$ cat config.mk
export PLATFORM = sky130hd
export DESIGN_NAME = pcg_top
export DESIGN_NICKNAME = d
export VERILOG_FILES = /design/src/pcg_gate.sv /design/src/pcg_top.sv
export SDC_FILE = /design/constraint.sdc
export NUM_CORES = 1
export LEC_CHECK = 0
export ABC_AREA = 0
export CAP_MARGIN = 10
export CORE_AREA = 2 2 39 41
export DETAILED_ROUTE_END_ITERATION = 12
export DIE_AREA = 0 0 41 43
export DONT_BUFFER_PORTS = 1
export GPL_ROUTABILITY_DRIVEN = 0
export GPL_TIMING_DRIVEN = 0
export PLACE_DENSITY = 0.68
export SLEW_MARGIN = 40
export SYNTH_ARGS = -nofsm -noshare
export SYNTH_HDL_FRONTEND = slang
export SYNTH_SLANG_ARGS = --single-unit
$ cat constraint.sdc
create_clock -name mclk -period 1.6 [get_ports mclk]
set_clock_uncertainty 0.15 [all_clocks]
set_input_delay 0.48 -clock mclk [delete_from_list [all_inputs] [get_ports mclk]]
set_output_delay 0.48 -clock mclk [all_outputs]
set_load 0.005 [all_outputs]
$ cat src/pcg_gate.sv
// Clock generator package and glitch-free gated copy of the halved clock
`timescale 1ns/10ps

package pcg_pkg;
    typedef enum logic [2:0] {
        PCG_ACTIVE = 3'b001,
        PCG_IDLE = 3'b010,
        PCG_PDOWN = 3'b100
    } pcg_mode_t;
    localparam pcg_mode_t PCG_MODE_RST = PCG_ACTIVE;
    localparam logic PCG_CLK_RST = 1'b0;
    localparam logic PCG_EN_RST = 1'b1;
    localparam logic PCG_SYNC_RST = 1'b0;
    localparam logic PCG_BYPASS_RST = 1'b0;
    localparam logic PCG_OSC_EN_RST = 1'b0;
    localparam logic PCG_STRAP_TAKEN_RST = 1'b0;
    localparam int PCG_SYNC_STAGES = 2;
endpackage : pcg_pkg

module pcg_gate
(
    input wire logic mclk,
    input wire logic resetn,
    input wire logic ce,
    input wire logic src_d,
    input wire logic run,
    output logic clk_q
);
    logic en_q;
    wire en_d;

    // Enable only changes while the source goes low, so no runt pulse
    assign en_d = src_d ? en_q : run;

    always_ff @(posedge mclk or negedge resetn)
    begin
        if (!resetn)
        begin
            en_q <= pcg_pkg::PCG_EN_RST;
            clk_q <= pcg_pkg::PCG_CLK_RST;
        end
        else if (ce)
        begin
            en_q <= en_d;
            clk_q <= src_d & en_d;
        end
    end
endmodule : pcg_gate

$ cat src/pcg_top.sv
// Processor clock generator: halving divider, clock outputs, idle and powerdown
`timescale 1ns/10ps

module pcg_top
(
    input wire logic mclk,
    input wire logic resetn,
    input wire logic ce,
    input wire logic ext_clock_strap,
    input wire logic idle_req,
    input wire logic pdown_req,
    input wire logic wake_irq,
    output logic processor_clock_output,
    output logic cpu_clk,
    output logic periph_clk,
    output logic osc_enable,
    output pcg_pkg::pcg_mode_t mode
);
    pcg_pkg::pcg_mode_t mode_q;
    pcg_pkg::pcg_mode_t mode_d;
    logic half_q;
    logic osc_en_q;
    logic bypass_q;
    logic strap_taken_q;
    logic [pcg_pkg::PCG_SYNC_STAGES-1:0] wake_sync_q;

    wire half_d;
    wire osc_run;
    wire cpu_run;
    wire wake_seen;
    wire osc_en_d;

    // Interrupt pin is asynchronous to mclk
    always_ff @(posedge mclk or negedge resetn)
    begin
        if (!resetn)
        begin
            wake_sync_q <= {pcg_pkg::PCG_SYNC_STAGES{pcg_pkg::PCG_SYNC_RST}};
        end
        else if (ce)
        begin
            wake_sync_q <= {wake_sync_q[pcg_pkg::PCG_SYNC_STAGES-2:0], wake_irq};
        end
    end

    assign wake_seen = wake_sync_q[pcg_pkg::PCG_SYNC_STAGES-1];

    // Strap sampled once after reset release, never under the reset itself
    always_ff @(posedge mclk or negedge resetn)
    begin
        if (!resetn)
        begin
            strap_taken_q <= pcg_pkg::PCG_STRAP_TAKEN_RST;
            bypass_q <= pcg_pkg::PCG_BYPASS_RST;
        end
        else if (ce && !strap_taken_q)
        begin
            strap_taken_q <= 1'b1;
            bypass_q <= ext_clock_strap;
        end
    end

    // Power mode sequencing; powerdown request outranks idle
    always_comb
    begin
        mode_d = mode_q;
        case (mode_q)
            pcg_pkg::PCG_ACTIVE:
            begin
                if (pdown_req)
                begin
                    mode_d = pcg_pkg::PCG_PDOWN;
                end
                else if (idle_req)
                begin
                    mode_d = pcg_pkg::PCG_IDLE;
                end
            end
            pcg_pkg::PCG_IDLE:
            begin
                if (wake_seen)
                begin
                    mode_d = pcg_pkg::PCG_ACTIVE;
                end
                else if (pdown_req)
                begin
                    mode_d = pcg_pkg::PCG_PDOWN;
                end
            end
            pcg_pkg::PCG_PDOWN:
            begin
                if (wake_seen)
                begin
                    mode_d = pcg_pkg::PCG_ACTIVE;
                end
            end
            default:
            begin
                mode_d = pcg_pkg::PCG_ACTIVE;
            end
        endcase
    end

    assign osc_run = (mode_q != pcg_pkg::PCG_PDOWN);
    assign cpu_run = (mode_q == pcg_pkg::PCG_ACTIVE);
    // In powerdown a high half finishes its phase, then sits at zero
    assign half_d = osc_run & ~half_q;
    // Crystal amplifier unused when an external clock drives the input;
    // held off until the strap is known so an external source never sees it
    assign osc_en_d = osc_run & strap_taken_q & ~bypass_q;

    always_ff @(posedge mclk or negedge resetn)
    begin
        if (!resetn)
        begin
            mode_q <= pcg_pkg::PCG_MODE_RST;
            half_q <= pcg_pkg::PCG_CLK_RST;
            osc_en_q <= pcg_pkg::PCG_OSC_EN_RST;
        end
        else if (ce)
        begin
            mode_q <= mode_d;
            half_q <= half_d;
            osc_en_q <= osc_en_d;
        end
    end

    // Both gated clocks copy half_d so they stay in phase with the output
    pcg_gate u_cpu_gate
    (
        .mclk(mclk),
        .resetn(resetn),
        .ce(ce),
        .src_d(half_d),
        .run(cpu_run),
        .clk_q(cpu_clk)
    );

    pcg_gate u_periph_gate
    (
        .mclk(mclk),
        .resetn(resetn),
        .ce(ce),
        .src_d(half_d),
        .run(osc_run),
        .clk_q(periph_clk)
    );

    assign processor_clock_output = half_q;
    assign osc_enable = osc_en_q;
    assign mode = mode_q;

    wire st_idle;
    wire st_pdown;
    assign st_idle = (mode_q == pcg_pkg::PCG_IDLE);
    assign st_pdown = (mode_q == pcg_pkg::PCG_PDOWN);

    chk_half_rise: assert property (
        @(posedge mclk) disable iff (!resetn)
        (!st_pdown && ce && !half_q) |=> half_q)
        else $error("halved clock did not rise");

    chk_duty_equal: assert property (
        @(posedge mclk) disable iff (!resetn)
        (half_q && ce) |=> !half_q)
        else $error("clock output high phase too long");

    chk_cpu_source: assert property (
        @(posedge mclk) disable iff (!resetn)
        cpu_clk |-> processor_clock_output)
        else $error("cpu clock not derived from halved clock");

    chk_periph_source: assert property (
        @(posedge mclk) disable iff (!resetn)
        periph_clk |-> processor_clock_output)
        else $error("peripheral clock not derived from halved clock");

    chk_idle_cpu_low: assert property (
        @(posedge mclk) disable iff (!resetn)
        (st_idle && ce)[*3] |-> !cpu_clk)
        else $error("cpu clock runs in idle");

    chk_idle_periph_run: assert property (
        @(posedge mclk) disable iff (!resetn)
        (st_idle && ce)[*4] |-> (periph_clk != $past(periph_clk)))
        else $error("peripheral clock stopped in idle");

    chk_idle_stop_zero: assert property (
        @(posedge mclk) disable iff (!resetn)
        $rose(st_idle) |-> ##[0:2] !cpu_clk)
        else $error("cpu clock not held low after idle entry");

    chk_pdown_frozen: assert property (
        @(posedge mclk) disable iff (!resetn)
        (st_pdown && ce)[*3] |-> (!periph_clk && !cpu_clk && !processor_clock_output))
        else $error("clock running in powerdown");

    chk_pdown_osc_off: assert property (
        @(posedge mclk) disable iff (!resetn)
        (st_pdown && ce)[*2] |-> !osc_enable)
        else $error("oscillator enabled in powerdown");

    chk_bypass_osc_off: assert property (
        @(posedge mclk) disable iff (!resetn)
        bypass_q |-> !osc_enable)
        else $error("oscillator enabled with external clock");

    chk_wake_active: assert property (
        @(posedge mclk) disable iff (!resetn)
        ((st_idle || st_pdown) && wake_seen && ce) |=> (mode_q == pcg_pkg::PCG_ACTIVE))
        else $error("interrupt did not wake to active");

    cov_idle_wake: cover property (
        @(posedge mclk) disable iff (!resetn)
        st_idle ##[1:50] (mode_q == pcg_pkg::PCG_ACTIVE));

    cov_pdown_wake: cover property (
        @(posedge mclk) disable iff (!resetn)
        st_pdown ##[1:50] (mode_q == pcg_pkg::PCG_ACTIVE));

    cov_idle_to_pdown: cover property (
        @(posedge mclk) disable iff (!resetn)
        st_idle ##1 st_pdown);
endmodule : pcg_top

==> summary.txt, run 1 <==
Floorplanning
  • Row count: 14
  • Die Y-Extent: around 43 µm
  • Core ar.: roughly 0.0014 mm²
  • Die ar.: ~0.0018 mm²
  • Initial Util: a little over two fifths
  • Die X: just over 40 µm
  • I/O pin count: 14

Run
  • Max-capacitance violation count: 0

Worst setup path
  • CP Cell Sequence: or3_1 -> a32o_1 -> a21oi_1
  • Worst Path Buf+Inv: 0
  • Critical Path Source Type: register
  • Worst setup EP type: register
  • WS Path Type: reg2reg
  • Worst Path Required: 1.65 ns
  • Data arrival, critical path: between 1.5 and 2 ns
  • CP max-delay cell: dfrtp_1
  • Critical path peak fanout: 10
  • Crit path max-delay family: flip-flops
  • Critical Path Max Stage Delay: roughly 0.48 ns

Routing
  • Drt first-iter violations: 10
  • DR vias/cell: just over 6
  • Final wirelength: ~1100 µm
  • Metal2 WL: between 500 and 600 µm
  • DR WL/cell: approximately 15 µm
  • Met3 routed WL: about 85 µm
  • Pre-Repair DR Iteration Count: 4
  • M1 WL: roughly 500 µm
  • Post-route ant nets: 0
  • Highest metal used: met4
  • Vias post-DR: around 440
  • DRC: 0

Clock tree
  • CTS HTree Levels: 1
  • Max Buffers Root-to-Sink: 2
  • Clock Tree Root: clkbuf_4
  • Clock slew at reported path FFs: ~0.080 ns
  • Clock sinks: 13
  • CTS tree: done
  • TritonCTS buffer count: 3
  • # Post-CTS Setup Buffers: 0
  • Skew-Pair Late Insertion Delay: between 0.2 and 0.3 ns

Finish
  • Layout cell share with drive strength beyond 1: between 20% and 30%
  • Layout filler cell count: 137
  • Layout net count: between 60 and 70
  • Area growth syn-to-layout: 11.3%
  • N_diodes: 0

Timing
  • PnR worst setup slack: between 0.09 and 0.1 ns
  • Hold Vio Cnt, Final: 0
  • Min Clock Period, post-route: roughly 1.5 ns
  • Worst-Margin Slew: 0.580 ns
  • Slew margin rel.: between 60% and 70%
  • RSZ-0062 raised after global routing: false
  • Setup TNS: 0 ns
  • Final setup violating endpoints: 0
  • Final worst-path cycle share: 94.2%
  • Slew Viols, Final: 0
  • F_max: approximately 660 MHz

Power
  • Psw: ~0.34 mW
  • Combinational Power Share: roughly a quarter
  • Clock power frac: about a fifth
  • Pleak: between 0.2 and 0.3 nW
  • VDD IR max: approximately 0.78 mV
  • Pwr/cell area: 1590 mW/mm²
  • Pint: 0.699 mW
  • Sequential power share: 54.8%
  • Sw frac: about 33%

Global routing
  • Total Routing Usage GR: between 15 and 20%
  • Largest net degree at the start of global routing: 14
  • Gr ovfl total: 0
  • Antenna violations before repair: 0
  • Number of global-route vias before repair: 398
  • First-pass GRT wire length: 1830 µm

Logic synthesis
  • Seq cells post-synth: 13
  • Syn_area_per_cell: about 11 µm²
  • Post-Syn Instances: 52
  • Post-synth design cell area: 588 µm²
  • Syn. warnings: 0
  • Sequential element share of the synthesized area: between 50% and 60%
  • Synth Net Count: 59
  • Netlist cell types: 28

Min path
  • Type of the tightest min-delay check: in2reg

Outcome
  • Outcome: finished clean

Placed design
  • DP HPWL: around 740 µm
  • DP Worst Slack: ~0.12 ns
  • I/O Buffers: 0
cell usage in the layout, fill, tap and decap left out, drive strengths merged, types with 2 or more instances in the layout:
| master | count |
|---|---|
| dfrtp | 10 |
| a22o | 3 |
| mux2 | 2 |
| clkbuf | 5 |
| dfstp | 3 |
| nand3b | 2 |
| a21oi | 4 |
| nor2b | 2 |
| o21ai | 4 |
| inv | 3 |
cell families after synthesis:
| kind of cell | count (synthesis) | synth area share, % |
|---|---|---|
| compound gates | 17 | 20.2 |
| flops | 13 | 56.0 |
| simple gates | 15 | 16.6 |
| mux | 2 | 3.83 |
| buf+inv | 5 | 3.40 |
stage by stage:
stage	utilization (%)	hold WS [ns]	cell area, µm²	power (mW)	instances
after CTS	46.6	0.180	644	1.05	73
final	47.3	0.195	654	1.04	73
after global routing	47.3	0.193	654	1.12	73
after global placement	43.9	0.0348	608	0.825	68
after detailed placement	43.9	0.0347	608	0.832	68
after floorplan	-	0.0344	588	0.769	52
power groups by stage:
stage               clock, mW  combinational [mW]  sequential [mW]
finish                  0.198               0.273            0.572
global route            0.223               0.307            0.593
CTS                     0.211               0.270            0.570
detailed placement          0               0.256            0.575
global placement            0               0.250            0.575
floorplan                   0               0.222            0.547
worst register-to-register path: cells and delay by family, from the launching register on:
kind / cells / cell delay, ns
and+or+nand+nor: 1 / 0.40
AOI/OAI and AO/OA: 2 / 0.42
DFF: 1 / 0.48
cell usage after synthesis:
library cell / number / area (µm²)
or3b_2: 1 / 8.76
nand3b_1: 2 / 15.0
nand4b_1: 1 / 8.76
a21oi_1: 4 / 20.0
nand4_1: 1 / 6.26
nor3_1: 1 / 5.00
nor2b_1: 2 / 12.5
a31o_2: 1 / 8.76
a21o_1: 1 / 7.51
o2bb2ai_1: 1 / 8.76
nor4_1: 1 / 6.26
nor3b_1: 1 / 7.51
clkbuf_1: 1 / 3.75
nor2_1: 1 / 3.75
buf_2: 1 / 5.00
a22o_1: 3 / 26.3
nand2_1: 1 / 3.75
a32o_1: 1 / 10.0
inv_1: 3 / 11.3
dfrtp_1: 10 / 250
or3_1: 1 / 6.26
and2b_1: 1 / 7.51
mux2_2: 2 / 22.5
or2_2: 1 / 6.26
o21ai_0: 4 / 20.0
o221ai_1: 1 / 8.76
dfstp_2: 3 / 78.8
a32oi_1: 1 / 8.76
cell type report:
| cell class | instances | area (µm²) | area share (%) |
|---|---|---|---|
| Tap cell | 16 | 20.0 | 3.06 |
| Buffer | 2 | 8.76 | 1.34 |
| Sequential cell | 13 | 329 | 50.3 |
| Inverter | 3 | 11.3 | 1.72 |
| Timing Repair Buffer | 1 | 10.0 | 1.53 |
| Multi-Input combinational cell | 34 | 249 | 38.0 |
| Clock buffer | 4 | 26.3 | 4.02 |
sequential cells by signal (all words and copies together) (netlist names):
signal and cells:
bypass_q 1, mode 3, osc_enable 1, processor_clock_output 1, strap_taken_q 1, u_cpu_gate.clk_q 1
u_cpu_gate.en_q 1, u_periph_gate.clk_q 1, u_periph_gate.en_q 1, wake_sync_q 2
worst paths after layout:
check | depth (start not counted) | from | slack [ns] | endpoint
worst max-delay path | 3 | mode[2]$_DFFE_PN0P_ | 0.09 | mode[0]$_DFFE_PN1P_
min in group asynchronous | 1 | resetn | 0.49 | u_cpu_gate.clk_q$_DFFE_PN0P_
max in group asynchronous | 1 | resetn | 0.43 | bypass_q$_DFFE_PN0P_
worst min-delay path | 2 | ext_clock_strap | 0.19 | bypass_q$_DFFE_PN0P_
worst max register to register | 3 | mode[2]$_DFFE_PN0P_ | 0.09 | mode[0]$_DFFE_PN1P_
worst min register to register | 2 | bypass_q$_DFFE_PN0P_ | 0.36 | bypass_q$_DFFE_PN0P_
metal layers:
metal,track usage [%],vias to the layer above
met5,0,-
met4,12.0,0
met3,3.66,2
met2,20.9,23
met1,22.0,212
li1,-,207
timing repair:
action,4_1_cts,5_1_grt
gates resized for setup,0,2
setup endpoints to repair,0,3
hold endpoints to repair,13,0
hold buffers,1,0
No activity file was read; power rests on OpenSTA's default activity.
==> run 2: changes to the inputs <==
--- a/config.mk
+++ b/config.mk
@@ -14,6 +14,7 @@
 export GPL_ROUTABILITY_DRIVEN = 0
 export GPL_TIMING_DRIVEN = 0
 export PLACE_DENSITY = 0.68
+export RECOVER_POWER = 25
 export SLEW_MARGIN = 40
 export SYNTH_ARGS = -nofsm -noshare
 export SYNTH_HDL_FRONTEND = slang
==> constraint.sdc (replaced) <==
create_clock -name mclk -period 1.6 [get_ports mclk]
set_clock_uncertainty 0.15 [all_clocks]
set_input_delay 0.48 -clock mclk [delete_from_list [all_inputs] [get_ports mclk]]
set_output_delay 0.48 -clock mclk [all_outputs]
set_load 0.1 [all_outputs]
==> run 2 against run 1 <==
Compared with the run above:
- largest cell class unchanged
- clock-buffer cell count unchanged
- routed wire length rose by 4.3%
- cell area rose by 15%
- critical path type is now reg2out
- highest routed layer unchanged
- flip-flop and latch count is the same
- the flow now finishes with violations (setup timing)
==> summary.txt, run 2 (same netlist as run 1, synthesis figures left out) <==
Global routing
  • First-pass GRT wire length: 1880 µm (+2.6%)
  • Largest net degree at the start of global routing: 14 (unchanged)
  • Met3 usage: 3.14% (-0.52 points)
  • Number of global-route vias before repair: 443 (+11%)
  • Met1 usage: 21.7% (-0.26 points)
  • Gr busiest metal: met2
  • Gr ovfl total: 0 (unchanged)
  • Antenna violations before repair: 0 (unchanged)
  • Total Routing Usage GR: 15.7% (-0.29 points)
  • Met2 Use GR: 22.5% (+1.6 points)

Routing
  • Drt first-iter violations: 8 (-2)
  • DRC: 0 (unchanged)
  • Pre-Repair DR Iteration Count: 3 (-1)
  • DR WL/cell: 14.9 µm (-3.7%)
  • Post-route ant nets: 0 (unchanged)
  • Vias post-DR: 445 (+0.23%)
  • DR vias/cell: 5.63 (-7.4%)
  • Final wirelength: 1170 µm (+4.3%)

Worst setup path
  • Worst Path Required: 0.97 ns (-0.68 ns)
  • Cell count of the worst reg-to-reg path: 3 (unchanged)
  • Crit path capture: mode[0]
  • FF-to-FF setup slack: 0.01 ns (-0.08 ns)
  • Critical R2R Launch: mode[2]$_DFFE_PN0P_
  • Data arrival, critical path: 1.07 ns (-0.49 ns)
  • WS Path Type: reg2out
  • Worst setup EP type: primary output
  • Critical R2R Capture: mode[0]$_DFFE_PN1P_
  • Critical path peak fanout: 2 (-8)
  • Critical Path Source Type: register
  • Critical path depth: 0 (-3)
  • Worst Setup SP: mode[0]$_DFFE_PN1P_

Floorplanning
  • Row count: 14 (unchanged)
  • Die X: 41 µm (unchanged)
  • Core ar.: 0.00138 mm² (unchanged)
  • Die ar.: 0.00176 mm² (unchanged)
  • Die Y-Extent: 43 µm (unchanged)
  • Initial Util: 42.5% (unchanged)
  • I/O pin count: 14 (unchanged)

Finish
  • Final Non-Filler Cells: 79 (+8.2%)
  • Most frequent cells in the layout: 6 x dfrtp_4, 5 x buf_4, 4 x dfrtp_1
  • Layout filler cell count: 129 (-5.8%)
  • Area growth syn-to-layout: 28.3%
  • Layout net count: 71 (+9.2%)
  • N_diodes: 0 (unchanged)
  • Largest register FFs: 3 (unchanged)
  • Design Area, Final: 754 µm² (+15%)
  • Layout cell share with drive strength beyond 1: 47.6% (+23 points)
  • Commonest non-fill, non-tap cell in the layout: dfrtp_4

Clock tree
  • Clock sinks: 13 (unchanged)
  • Max Buffers Root-to-Sink: 2 (unchanged)
  • TritonCTS buffer count: 3 (unchanged)
  • Clock slew at reported path FFs: 0.08 ns (about the same)
  • CTS HTree Levels: 1 (unchanged)
  • CTS tree: done
  • Skew-Pair Late Insertion Delay: 0.28 ns (about the same)
  • Clock Tree Root: clkbuf_4

Timing
  • Slew margin rel.: 61.5% (+0.26 points)
  • F_max: 587 MHz (-11%)
  • Final setup violating endpoints: 1 (+1)
  • Setup TNS: -0.103 ns (-0.103 ns)
  • Min Clock Period, post-route: 1.70 ns (+0.196 ns)
  • Slew Viols, Final: 0 (unchanged)
  • Final worst-path cycle share: 106% (+12 points)
  • Hold Vio Cnt, Final: 0 (unchanged)
  • Worst-Margin Slew: 0.576 ns (-0.00390 ns)
  • WHS: 0.185 ns (-0.00947 ns)
  • PnR worst setup slack: -0.103 ns (-0.196 ns)
  • RSZ-0062 raised after global routing: true

Min path
  • Type of the tightest min-delay check: in2reg

Outcome
  • Failing checks: setup timing
  • Outcome: finished, violations left

Placed design
  • Post-DP Area: 637 µm² (+4.7%)
  • Placed cells: 68 (unchanged)
  • I/O Buffers: 0 (unchanged)
  • DP HPWL: 728 µm (-1.4%)

Run
  • Max-capacitance violation count: 0 (unchanged)
[run 2: cell types whose count changed in the layout (fill, tap and decap cells not counted), sizes merged]
cell	change
clkbuf	+1
buf	+5
[run 2: per-layer routing]
metal	vias up	routed length, µm
met5	-	0
met2	8	587
li1	218	-
met1	216	535
met3	3	30
met4	0	21
[run 2: metrics by stage]
step | util, % | worst slack, ns
6_report | 54.5 | -0.103
3_5_place_dp | 46.0 | -0.0335
5_1_grt | 54.5 | -0.129
2_1_floorplan | - | 0.0202
4_1_cts | 50.5 | -0.106
3_3_place_gp | 46.0 | -0.0409
[run 2: layout make-up]
class,count,area (µm²),share of cell area (%)
buffer,2,15.0,1.99
multi-input combinational,34,274,36.3
timing repair buffer,7,52.6,6.97
tap,16,20.0,2.65
inverter,3,11.3,1.49
sequential,13,355,47.1
clock buffer,4,26.3,3.48
[run 2: worst min-delay path by stage]
stage / from / to / slack (ns) / depth (start not counted)
2_1_floorplan: resetn / bypass_q$_DFFE_PN0P_ / 0.03 / 0
6_report: ext_clock_strap / bypass_q$_DFFE_PN0P_ / 0.19 / 2
3_3_place_gp: resetn / mode[2]$_DFFE_PN0P_ / 0.03 / 0
5_1_grt: ext_clock_strap / bypass_q$_DFFE_PN0P_ / 0.19 / 2
4_1_cts: ext_clock_strap / bypass_q$_DFFE_PN0P_ / 0.19 / 2
3_5_place_dp: resetn / wake_sync_q[0]$_DFFE_PN0P_ / 0.03 / 0
[run 2: timing repair]
item / CTS / global route
pin swaps: 6 / 5
buffers inserted: 3 / 3
hold endpoints to repair: 13 / 0
hold buffers: 1 / 0
resized for setup: 4 / 14
endpoints found under the setup margin: 10 / 11
[run 2: worst reg2reg max path, stage by stage (launching register included)]
cell,delay (ns)
dfrtp_4,0.63
or3b_2,0.51
a21oi_1,0.19
a21oi_2,0.04
Power of run 2 is left out: the tool's default activity adds up to more than one toggle a clock period on the data nets, which glitch-free logic cannot reach.
